`config.mk`:
```
export PLATFORM = sky130hd
export DESIGN_NAME = synth_cfg_device_flat
export DESIGN_NICKNAME = d
export VERILOG_FILES = /design/src/pkg/synth_cfg_pkg.sv /design/src/pkg/synth_link_if.sv /design/src/design/pin_sync.sv /design/src/design/synth_cfg_device.sv /design/src/flat_wrapper.sv
export SDC_FILE = /design/constraint.sdc
export NUM_CORES = 1
export LEC_CHECK = 0
export BUFFER_PORTS_ARGS = -buffer_cell sky130_fd_sc_hd__buf_2
export CORE_MARGIN = 2
export CORE_UTILIZATION = 40
export DETAILED_ROUTE_END_ITERATION = 16
export PLACE_DENSITY = 0.62
export SYNTH_ARGS = -nofsm -noshare
export SYNTH_HDL_FRONTEND = slang
export SYNTH_SLANG_ARGS = --single-unit
```
`constraint.sdc`:
```
create_clock -name clk_in -period 6.6 [get_ports clk_in]
set_clock_uncertainty 0.05 [all_clocks]
set_input_delay 0 -clock clk_in [delete_from_list [all_inputs] [get_ports clk_in]]
set_output_delay 0 -clock clk_in [all_outputs]
set_load 0.1 [all_outputs]
```
`src/pkg/synth_cfg_pkg.sv`:
```
// Package: register layout, control codes and timing for the synthesizer configuration link
package synth_cfg_pkg;
    // Serial word
    localparam int WORD_BITS = 32;
    localparam logic [2:0] CODE_LOCK_PIN = 3'h5;
    localparam logic [2:0] CODE_EXT_CFG = 3'h6;
    localparam logic [2:0] CODE_STATUS = 3'h7;
    localparam logic [2:0] CODE_MAIN = 3'h0;
    // Lock pin configuration fields
    localparam int LP_SEL_LSB = 22;
    localparam int LP_FORCE_A = 19;
    localparam int LP_FORCE_B = 20;
    localparam logic [1:0] LP_SEL_RESET = 2'h1;
    localparam logic [1:0] LP_SEL_LOCK = 2'h1;
    localparam logic [1:0] LP_SEL_HIGH = 2'h3;
    // Extended configuration fields
    localparam int EX_LOCKED = 31;
    localparam int EX_SEARCH_DONE = 30;
    localparam int EX_FINE_LSB = 26;
    localparam int EX_BOOST_B = 25;
    localparam int EX_BOOST_A = 24;
    localparam int EX_ORDER_LSB = 22;
    localparam int EX_DGAIN = 21;
    localparam int EX_SHAPE = 20;
    localparam int EX_STRUCT_LSB = 18;
    localparam int EX_ACC_LSB = 16;
    localparam int EX_ZERO_BIT = 7;
    localparam int EX_DIVH_LSB = 3;
    // Writable bits of the extended register (status and reserved stay put)
    localparam logic [31:0] EX_WR_MASK = 32'h0fff0078;
    localparam logic [31:0] EX_RESET = 32'h00d40000;
    // Status register fields
    localparam int ST_LOSS_LOCK = 31;
    localparam int ST_RESELECT = 30;
    localparam int ST_SER_ERR = 29;
    localparam int ST_REV_LSB = 25;
    localparam int ST_PART_LSB = 21;
    localparam int ST_ADDR_LSB = 4;
    localparam int ST_READ = 3;
    localparam logic [31:0] ST_RW_MASK = 32'h001fff80;
    localparam logic [31:0] ST_RESET = 32'h00000080;
    // Band search accuracy codes
    localparam logic [1:0] ACC_ONE = 2'h0;
    localparam logic [1:0] ACC_TWO = 2'h1;
    localparam logic [1:0] ACC_FOUR = 2'h2;
    localparam int DIVH_WEIGHT = 256;
    // Host link clock: divide system clock by this half period count
    localparam logic [3:0] HOST_HALF_DIV = 4'h8;
endpackage

```
`src/pkg/synth_link_if.sv`:
```
// Interface: three-wire serial programming link plus readback line
`timescale 1ns/1ps
interface synth_link_if;
    logic sclk;
    logic sdata;
    logic cs_n;
    logic sdo;
    modport host (output sclk, output sdata, output cs_n, input sdo);
    modport device (input sclk, input sdata, input cs_n, output sdo);
endinterface

```
`src/design/pin_sync.sv`:
```
// Two-flop synchroniser for asynchronous single-bit inputs
`timescale 1ns/1ps
module pin_sync (
    // Clock and reset
    input wire logic clk_in,
    input wire logic sys_rst_in,
    // Data
    input wire logic async_in,
    output logic sync_out
);
    typedef struct packed {
        logic first;
        logic second;
    } sync_state_t;
    sync_state_t state;
    sync_state_t next_state;
    always_comb begin
        next_state.first = async_in;
        next_state.second = state.first;
        if (sys_rst_in) begin
            next_state = '0;
        end
    end
    always_ff @(posedge clk_in) begin
        state <= next_state;
    end
    assign sync_out = state.second;
endmodule // pin_sync

```
`src/design/synth_cfg_device.sv`:
```
// Device end: serial receiver and configuration register bank
`timescale 1ns/1ps
module synth_cfg_device
    import synth_cfg_pkg::*;
#(
    parameter logic [2:0] REVISION_CODE = 3'h2,   // Arbitrary value
    parameter logic [3:0] PART_CODE = 4'h9        // Arbitrary value
) (
    // Clock and reset
    input wire logic clk_in,
    input wire logic sys_rst_in,
    // Serial link
    synth_link_if.device link,
    // Loop status from analog side
    input wire logic loop_locked_in,
    input wire logic search_done_in,
    input wire logic search_restart_in,
    input wire logic base_precision_in,
    input wire logic [1:0] output_a_power_in,
    input wire logic [1:0] output_b_power_in,
    input wire logic [7:0] search_clock_divisor_low_in,
    // Configuration outputs
    output logic lock_pin_out,
    output logic [2:0] lock_window_code_out,
    output logic [2:0] output_a_level_out,
    output logic [2:0] output_b_level_out,
    output logic [1:0] modulator_order_out,
    output logic fraction_enable_out,
    output logic [2:0] dither_lsb_out,
    output logic dither_shaping_enable_out,
    output logic [1:0] modulator_structure_out,
    output logic [2:0] search_cycles_out,
    output logic [11:0] search_divisor_out,
    output logic main_write_out,
    output logic [31:0] main_word_out
);
    typedef struct packed {
        logic sclk_q;
        logic [5:0] count;
        logic [31:0] shift;
        logic [31:0] lock_pin_config;
        logic [31:0] extended_synth_config;
        logic [31:0] status_and_extension;
        logic [31:0] readback;
        logic read_active;
        logic sdo;
        logic locked_q;
        logic lock_pin;
        logic [2:0] window;
        logic [2:0] level_a;
        logic [2:0] level_b;
        logic [1:0] order;
        logic frac_en;
        logic [2:0] dither;
        logic shaping;
        logic [1:0] structure;
        logic [2:0] cycles;
        logic [11:0] divisor;
        logic main_write;
        logic [31:0] main_word;
    } dev_state_t;

    dev_state_t state;
    dev_state_t next_state;
    logic sclk_s;
    logic sdata_s;
    logic cs_n_s;
    logic locked_s;
    logic done_s;
    logic restart_s;

    // ****************************************
    // Input synchronisers
    // ****************************************
    pin_sync u_sync_sclk (.clk_in(clk_in), .sys_rst_in(sys_rst_in),
        .async_in(link.sclk), .sync_out(sclk_s));
    pin_sync u_sync_sdata (.clk_in(clk_in), .sys_rst_in(sys_rst_in),
        .async_in(link.sdata), .sync_out(sdata_s));
    pin_sync u_sync_cs (.clk_in(clk_in), .sys_rst_in(sys_rst_in),
        .async_in(link.cs_n), .sync_out(cs_n_s));
    pin_sync u_sync_lock (.clk_in(clk_in), .sys_rst_in(sys_rst_in),
        .async_in(loop_locked_in), .sync_out(locked_s));
    pin_sync u_sync_done (.clk_in(clk_in), .sys_rst_in(sys_rst_in),
        .async_in(search_done_in), .sync_out(done_s));
    pin_sync u_sync_restart (.clk_in(clk_in), .sys_rst_in(sys_rst_in),
        .async_in(search_restart_in), .sync_out(restart_s));

    // ****************************************
    // Receiver, register bank and decode
    // ****************************************
    always_comb begin
        logic rise;
        logic fall;
        logic [31:0] word;
        logic [31:0] clr;
        rise = sclk_s && !state.sclk_q;
        fall = !sclk_s && state.sclk_q;
        word = state.shift;
        clr = '0;
        next_state = state;
        next_state.sclk_q = sclk_s;
        next_state.locked_q = locked_s;
        next_state.main_write = 1'b0;
        // Sticky flags: hardware set beats software clear in the same cycle
        if (!cs_n_s && rise) begin
            next_state.shift = {state.shift[30:0], sdata_s};
            if (state.count != 6'h3f) begin
                next_state.count = state.count + 6'h1;
            end
        end
        // Readback shifts out on falling edges, MSB first
        if (!cs_n_s && fall && state.read_active) begin
            next_state.sdo = state.readback[31];
            next_state.readback = {state.readback[30:0], 1'b0};
        end
        if (cs_n_s && !state.sclk_q && state.count == 6'h0) begin
            next_state.count = 6'h0;
        end
        // End of frame: load on chip-select release
        if (cs_n_s && state.count != 6'h0) begin
            next_state.count = 6'h0;
            next_state.read_active = 1'b0;
            next_state.sdo = 1'b0;
            if (state.count != 6'd32) begin
                next_state.status_and_extension[ST_SER_ERR] = 1'b1;
            end else begin
                unique case (word[2:0])
                    CODE_LOCK_PIN: next_state.lock_pin_config = word;
                    CODE_EXT_CFG: next_state.extended_synth_config =
                        (state.extended_synth_config & ~EX_WR_MASK)
                        | (word & EX_WR_MASK);
                    CODE_STATUS: begin
                        clr = word & 32'he0000000;
                        next_state.status_and_extension =
                            (state.status_and_extension & ~(ST_RW_MASK | clr))
                            | (word & ST_RW_MASK);
                        if (word[ST_READ]) begin
                            next_state.read_active = 1'b1;
                            unique case (word[ST_ADDR_LSB +: 3])
                                CODE_LOCK_PIN: next_state.readback = state.lock_pin_config;
                                CODE_EXT_CFG: next_state.readback = {state.locked_q,
                                    done_s, state.extended_synth_config[29:0]};
                                CODE_STATUS: next_state.readback = {state.status_and_extension[31:29],
                                    1'b0, REVISION_CODE, PART_CODE,
                                    state.status_and_extension[20:0]};
                                default: next_state.readback = '0;
                            endcase
                            // First bit must stand before the first rise of the next frame
                            next_state.sdo = next_state.readback[31];
                            next_state.readback = {next_state.readback[30:0], 1'b0};
                        end
                    end
                    default: begin
                        if (word[2:0] == CODE_MAIN) begin
                            next_state.main_write = 1'b1;
                            next_state.main_word = word;
                        end
                    end
                endcase
            end
        end
        // Readback request bit never holds a one
        next_state.status_and_extension[ST_READ] = 1'b0;
        if (state.locked_q && !locked_s) begin
            next_state.status_and_extension[ST_LOSS_LOCK] = 1'b1;
        end
        if (restart_s) begin
            next_state.status_and_extension[ST_RESELECT] = 1'b1;
        end
        // Live status bits
        next_state.extended_synth_config[EX_LOCKED] = locked_s;
        next_state.extended_synth_config[EX_SEARCH_DONE] = done_s;

        // Lock pin drive
        unique case (state.lock_pin_config[LP_SEL_LSB +: 2])
            LP_SEL_LOCK: next_state.lock_pin = locked_s;
            LP_SEL_HIGH: next_state.lock_pin = 1'b1;
            default: next_state.lock_pin = 1'b0;
        endcase
        // Window code: 0=10ns 1=6ns 2=3ns 4=4ns 5=4.5ns 6=1.5ns
        next_state.window = {state.extended_synth_config[EX_FINE_LSB +: 2],
            (state.extended_synth_config[EX_FINE_LSB +: 2] == 2'h2
             || state.extended_synth_config[EX_FINE_LSB +: 2] == 2'h0)
            ? base_precision_in : 1'b0};
        // Level index 0..7 = -4,-1,+2,+5,(boosted) +2,+5,+6,+7 dBm
        next_state.level_a = {state.extended_synth_config[EX_BOOST_A], output_a_power_in};
        next_state.level_b = {state.extended_synth_config[EX_BOOST_B], output_b_power_in};
        next_state.order = state.extended_synth_config[EX_ORDER_LSB +: 2];
        next_state.frac_en = (state.extended_synth_config[EX_ORDER_LSB +: 2] != 2'h0);
        next_state.dither = state.extended_synth_config[EX_DGAIN] ? 3'h4 : 3'h1;
        next_state.shaping = state.extended_synth_config[EX_SHAPE];
        next_state.structure = state.extended_synth_config[EX_STRUCT_LSB +: 2];
        unique case (state.extended_synth_config[EX_ACC_LSB +: 2])
            ACC_ONE: next_state.cycles = 3'h1;
            ACC_TWO: next_state.cycles = 3'h2;
            ACC_FOUR: next_state.cycles = 3'h4;
            default: next_state.cycles = 3'h1;
        endcase
        next_state.divisor = {state.extended_synth_config[EX_DIVH_LSB +: 4], 8'h00}
            + {4'h0, search_clock_divisor_low_in};
        if (sys_rst_in) begin
            next_state = '0;
            next_state.lock_pin_config[LP_SEL_LSB +: 2] = LP_SEL_RESET;
            next_state.extended_synth_config = EX_RESET;
            next_state.status_and_extension = ST_RESET;
            next_state.dither = 3'h1;
            next_state.cycles = 3'h1;
            next_state.sclk_q = 1'b0;
        end
    end

    always_ff @(posedge clk_in) begin
        state <= next_state;
    end

    assign link.sdo = state.sdo;
    assign lock_pin_out = state.lock_pin;
    assign lock_window_code_out = state.window;
    assign output_a_level_out = state.level_a;
    assign output_b_level_out = state.level_b;
    assign modulator_order_out = state.order;
    assign fraction_enable_out = state.frac_en;
    assign dither_lsb_out = state.dither;
    assign dither_shaping_enable_out = state.shaping;
    assign modulator_structure_out = state.structure;
    assign search_cycles_out = state.cycles;
    assign search_divisor_out = state.divisor;
    assign main_write_out = state.main_write;
    assign main_word_out = state.main_word;
endmodule // synth_cfg_device

```
`src/flat_wrapper.sv`:
```
// flat-port wrapper written by rule: the top's interface ports become plain ports
module synth_cfg_device_flat import synth_cfg_pkg::*;
#(
    parameter logic [2:0] REVISION_CODE = 3'h2,                     
    parameter logic [3:0] PART_CODE = 4'h9                          
)
  (clk_in, sys_rst_in, loop_locked_in, search_done_in, search_restart_in, base_precision_in, output_a_power_in, output_b_power_in, search_clock_divisor_low_in, lock_pin_out, lock_window_code_out, output_a_level_out, output_b_level_out, modulator_order_out, fraction_enable_out, dither_lsb_out, dither_shaping_enable_out, modulator_structure_out, search_cycles_out, search_divisor_out, main_write_out, main_word_out, link_sclk, link_sdata, link_cs_n, link_sdo);
  synth_link_if link_i ();
  input wire logic clk_in;
  input wire logic sys_rst_in;
  input wire logic loop_locked_in;
  input wire logic search_done_in;
  input wire logic search_restart_in;
  input wire logic base_precision_in;
  input wire logic [1:0] output_a_power_in;
  input wire logic [1:0] output_b_power_in;
  input wire logic [7:0] search_clock_divisor_low_in;
  output logic lock_pin_out;
  output logic [2:0] lock_window_code_out;
  output logic [2:0] output_a_level_out;
  output logic [2:0] output_b_level_out;
  output logic [1:0] modulator_order_out;
  output logic fraction_enable_out;
  output logic [2:0] dither_lsb_out;
  output logic dither_shaping_enable_out;
  output logic [1:0] modulator_structure_out;
  output logic [2:0] search_cycles_out;
  output logic [11:0] search_divisor_out;
  output logic main_write_out;
  output logic [31:0] main_word_out;
  input wire logic [$bits(link_i.sclk)-1:0] link_sclk;
  input wire logic [$bits(link_i.sdata)-1:0] link_sdata;
  input wire logic [$bits(link_i.cs_n)-1:0] link_cs_n;
  output wire logic [$bits(link_i.sdo)-1:0] link_sdo;
  assign link_i.sclk = link_sclk;
  assign link_i.sdata = link_sdata;
  assign link_i.cs_n = link_cs_n;
  assign link_sdo = link_i.sdo;
  synth_cfg_device #(.REVISION_CODE(REVISION_CODE), .PART_CODE(PART_CODE)) u_core (.clk_in(clk_in), .sys_rst_in(sys_rst_in), .link(link_i), .loop_locked_in(loop_locked_in), .search_done_in(search_done_in), .search_restart_in(search_restart_in), .base_precision_in(base_precision_in), .output_a_power_in(output_a_power_in), .output_b_power_in(output_b_power_in), .search_clock_divisor_low_in(search_clock_divisor_low_in), .lock_pin_out(lock_pin_out), .lock_window_code_out(lock_window_code_out), .output_a_level_out(output_a_level_out), .output_b_level_out(output_b_level_out), .modulator_order_out(modulator_order_out), .fraction_enable_out(fraction_enable_out), .dither_lsb_out(dither_lsb_out), .dither_shaping_enable_out(dither_shaping_enable_out), .modulator_structure_out(modulator_structure_out), .search_cycles_out(search_cycles_out), .search_divisor_out(search_divisor_out), .main_write_out(main_write_out), .main_word_out(main_word_out));
endmodule
```
======== Word level (Yosys, flattened, before mapping) ========
Cells that the tools add are included.
word-level totals
  register bits after elaboration ......... 249
  input bits .............................. 21
  output and inout bits ................... 68
  logic and storage cells ................. 120
cells by class
  add/sub/neg operators ................... 2
  eq/ne operators ......................... 15
  multiplexer cells ....................... 17
  bitwise gates (word level) .............. 8
  reductions and logical operators ........ 37
operators by type and width
  cell                 number
  $mux 66              2
  $mux 130             1
  $mux 32              3
  $pmux 32 s3          1
  $mux 63              1
  $mux 34              1
  $mux 33              1
  $and 32x32->32       1
  $not 32->32          1
  $or 32x21->32        1
  $or 32x28->32        1
  $eq 3x3->1 const B   6
  $reduce_and 3->1     5
  $reduce_bool 2->1    7
  $add 12x8->12        1
  $ne 6x6->1 const B   2
  $logic_and 1x1->1    9
  $add 6x1->6 const B  1
  $eq 2x2->1 const B   3
  $logic_not 6->1      1
  $pmux 3 s2           1
  $reduce_bool 6->1    1
  $reduce_or 3->1      2
  $reduce_or 6->1      1
  other kinds (13)     25

======== Longest topological paths before layout ========
  depth in word-level cells ............... 10
  gate-level depth with buffers ........... 9
  gate-level depth less buffers ........... 6

======== By module ========
A second synthesis with hierarchy kept.
second synthesis, totals
  cells, all modules ...................... 934
  area total of the unflattened synthesis .. 8509.4 µm²
modules (own cells, without submodules)
  module            instances  cells each  area an instance (µm²)
  synth_cfg_device  1          910         8194.1
  pin_sync          6          4           52.6

======== Worst setup path after synthesis ========
No wires, ideal clock.
  path kind ............................... register to register
  from .................................... reg u_core.state[230] (netlist bit)
  to ...................................... reg u_core.state[188] (netlist bit)
  arrival time ............................ 2.030 ns
  slack ................................... 4.398 ns
  stages on the path, launching flop included .. 10
  path buffers ............................ 3
  clock period less this slack ............ 2.202 ns
  cells stage by stage .................... dfxtp_1 inv_1 ha_1 or4b_1 buf_2 or4b_4 buf_6 buf_6 nand2_1 nand3b_1
on the way
  longest elaborated chain between the ends .. 3
  elaborated cells on any way between the ends .. 5
  those cells by class .................... eq/ne (1); bitwise (1); reduce/logical (3)
RTL lines
  element                                                                 RTL line                                          text
  from (decl)                                                             synth_cfg_device.sv:63                            dev_state_t state;
  from (signal assigned)                                                  synth_cfg_device.sv:213                           state <= next_state;
  $ne 6x6->1 / $reduce_bool 6->1 (equally long branches)                  synth_cfg_device.sv:124, synth_cfg_device.sv:120
  $not 1->1 (no source line) / $logic_and 1x1->1 (equally long branches)  n/a
  $reduce_and 3->1 (no source line) (*)                                   n/a
Every way passes the cells marked *; elsewhere a longest branch is shown, timed or not.
A chain may end at the register's enable or synchronous reset.

======== Final worst setup path ========
  from .................................... reg u_core.state[230] (netlist bit)
  to ...................................... reg u_core.state[88] (netlist bit)
on the way
  longest elaborated chain between the ends .. 3
  elaborated cells on any way between the ends .. 5
  those cells by class .................... eq/ne (1); mux (2); reduce/logical (2)
RTL lines
  element                                                 RTL line                                          text
  $ne 6x6->1 / $reduce_bool 6->1 (equally long branches)  synth_cfg_device.sv:124, synth_cfg_device.sv:120
  $mux 63 / $logic_and 1x1->1 (equally long branches)     synth_cfg_device.sv:124, synth_cfg_device.sv:120
  $mux 130 (*)                                            synth_cfg_device.sv:120                           if (cs_n_s && state.count != 6'h0) begin
Every way passes the cells marked *; elsewhere a longest branch is shown, timed or not. The select of a mux whose other input is x is not followed.

==> results by group <==
Status
  • Status: finished clean

Logic synthesis
  • Synth top area share: 0.505
  • EDFF count, synth: 0
  • Seq/Total Area, Yosys: 0.505
  • Synth area leader: dfxtp_1
  • Ys flop type: dfxtp_1
  • Syn nets: 999
  • Area contributors post-synth: dfxtp_1 51%, nand2_1 9.4%, a21oi_1 6.9%
  • Ys Warns: 0
  • Cell Area, Synth: 0.00860 sq mm
  • Synth cell count leaders: 217 x dfxtp_1, 215 x nand2_1, 118 x a21oi_1
  • Syn_area_per_cell: between 8 and 9 sq um
  • Count leader, synth: dfxtp_1
  • Netlist cell types: 47
  • Post-Synthesis Cells: 974
  • Seq cells post-synth: 217
  • Async SR Flop Fraction: 0

Critical path
  • CP required: 6.91 ns
  • Worst setup EP type: flop
  • WP data arrival: 3.18 ns
  • Setup crit start kind: flop
  • Critical Path Fanout Max: 33
  • WS Path Type: reg2reg

Clock tree
  • Hold buffers post-CTS: 30
  • H-tree levels: 1
  • Post-CTS Setup Inserts: 0
  • CTS tree: yes
  • Worst-Skew Late Latency: 0.51 ns
  • CTS max path bufs: 3
  • Post-CTS resize count: 0
  • CTS Buf Count: 24
  • Clock Sinks: approximately 220
  • Worst-path clk slew: 0.06 ns
  • Root Buffer: clkbuf_16

Cells and area
  • Layout area overhead: 14.7%
  • Final instance area: a little under 0.01 sq mm
  • Final Util: 0.468
  • Antenna cells: 0
  • Share of layout cells above drive strength 1: 0.165
  • NumNets Final: about 1000

Drt
  • Post-DRT Antenna Nets: 0
  • Remaining DRCs: 0
  • DR vias: roughly 6300
  • Vias per cell: 4.88
  • Drt pass-1 iters: 5
  • Routed wire length: 18.3 mm
  • Routed WL per cell: 14.2 um
  • 1st-iter DRT viols: 328

STA
  • Pins Over Slew Limit: 0
  • Setup TNS Final: 0 ns
  • Final Cycle Share: 0.435
  • # setup viols final: 0
  • Worst slew margin: 0.320
  • Slew @ Worst Pin: 1.02 ns
  • Maximum clock frequency: 348 MHz
  • Hold Fails Final Rpt: 0
  • Unrepaired setup endpoints after global routing: no
  • Tmin final: between 2 and 3 ns

GRT
  • First-pass GRT wire length: 30.3 mm
  • Gr usage total: 0.163
  • Largest net degree at the start of global routing: 114
  • Number of global-route vias before repair: 5988
  • Initial antenna violation count: 0
  • Total grt overflow: 0

Place
  • IO buf count: 87
  • HPWL Detailed: 11.0 mm
  • GP Congestion: 0.820
  • Dpl cell area: ~0.0087 sq mm

Floorplanning
  • Cell Rows: 53
  • Die area: 0.0227 sq mm
  • Initial Util: 0.408
  • Vert. Die Dim: 151 um
  • Core ar.: 0.0211 sq mm
  • I/O pin count: 89
  • Die Width: 151 um

Run
  • Maxcap violations: 0

Power and ir drop
  • Pwr dens: around 290 mW/mm^2
  • Peak supply drop: 0.165 mV
  • Leak: 3.57 nW

Worst hold path
  • HP Class: in2reg
[worst max-delay path, stage by stage (launching register included)]
cell     delay, ns
dfxtp_1       0.32
inv_1         0.09
ha_1          0.17
or4b_1        0.70
or3_1         0.75
buf_4         0.37
a22oi_1       0.21
nor2_1        0.06
[per-layer routing]
metal	vias to the layer above	global-route usage	wire [um]
met2	122	0.271	8450
li1	3213	-	-
met4	0	0.0416	284
met3	23	0.0300	931
met5	-	0	0
met1	2917	0.219	8630
[final cells by class]
cell class | instances | area (sq um)
inverters | 8 | 30.0
repair buffers | 128 | 825
well taps | 275 | 344
clock buffers | 39 | 768
clock inverters | 3 | 67.6
fillers | 2016 | 11200
flip-flops and latches | 217 | 4340
multi-input cells | 615 | 3490
[logic make-up after synthesis]
family / share of synthesized area
compound gates: 0.125
xor+xnor: 0.00407
fa+ha+maj: 0.00582
buf+inv: 0.0947
flops: 0.505
mux: 0.0739
other cells: 0.000436
simple gates: 0.191
[metrics by stage]
stage / setup slack (ns) / std cells / total power [mW] / hold slack [ns]
finish: 3.73 / 1285 / 2.82 / 0.181
global placement: 3.81 / 1213 / 1.45 / 0.157
CTS: 3.73 / 1285 / 2.86 / 0.170
detailed placement: 3.73 / 1213 / 1.45 / 0.163
global route: 3.56 / 1285 / 2.92 / 0.195
floorplan: 4.40 / 974 / 1.44 / 0.0290
[path summary, 6_finish.rpt]
kind                                                     start                            to  slack (ns)  cells after the start
worst min register to register     u_core.u_sync_sclk.state[1]   u_core.u_sync_sclk.sync_out        0.38                      1
worst min-delay path            search_clock_divisor_low_in[0]  u_core.search_divisor_out[0]        0.18                      3
worst max-delay path                         u_core.state[230]              u_core.state[88]        3.73                      7
worst max register to register               u_core.state[230]              u_core.state[88]        3.73                      7
[layout by cell type, fill, tap and decap left out, types with 13 or more instances in the layout]
cell	count
clkbuf_16	25
a22oi_1	13
a22o_1	15
buf_2	86
mux2i_1	41
dfxtp_1	217
dlygate4sd3_1	30
mux2_2	20
a211oi_1	19
nand2_1	215
a21oi_1	118
nor2_1	65
nor2b_1	48
[where the power goes]
part           switching [mW]  leakage, nW  total (mW)  internal [mW]
clock                   0.510        0.407        1.38          0.867
combinational          0.0840         1.40       0.113         0.0291
sequential            0.00465         1.76        1.33           1.32
total                   0.599         3.57        2.82           2.22
[registers in the layout (all words and copies together), names as in the netlist, 2 cells and up]
register                        count
u_core.output_b_level_out           3
u_core.search_divisor_out          12
u_core.output_a_level_out           3
u_core.modulator_order_out          2
u_core.lock_window_code_out         3
u_core.main_word_out               32
u_core.modulator_structure_out      2
u_core.state                      138
u_core.search_cycles_out            3
u_core.dither_lsb_out               2
Power figures use the tool's default switching activity.
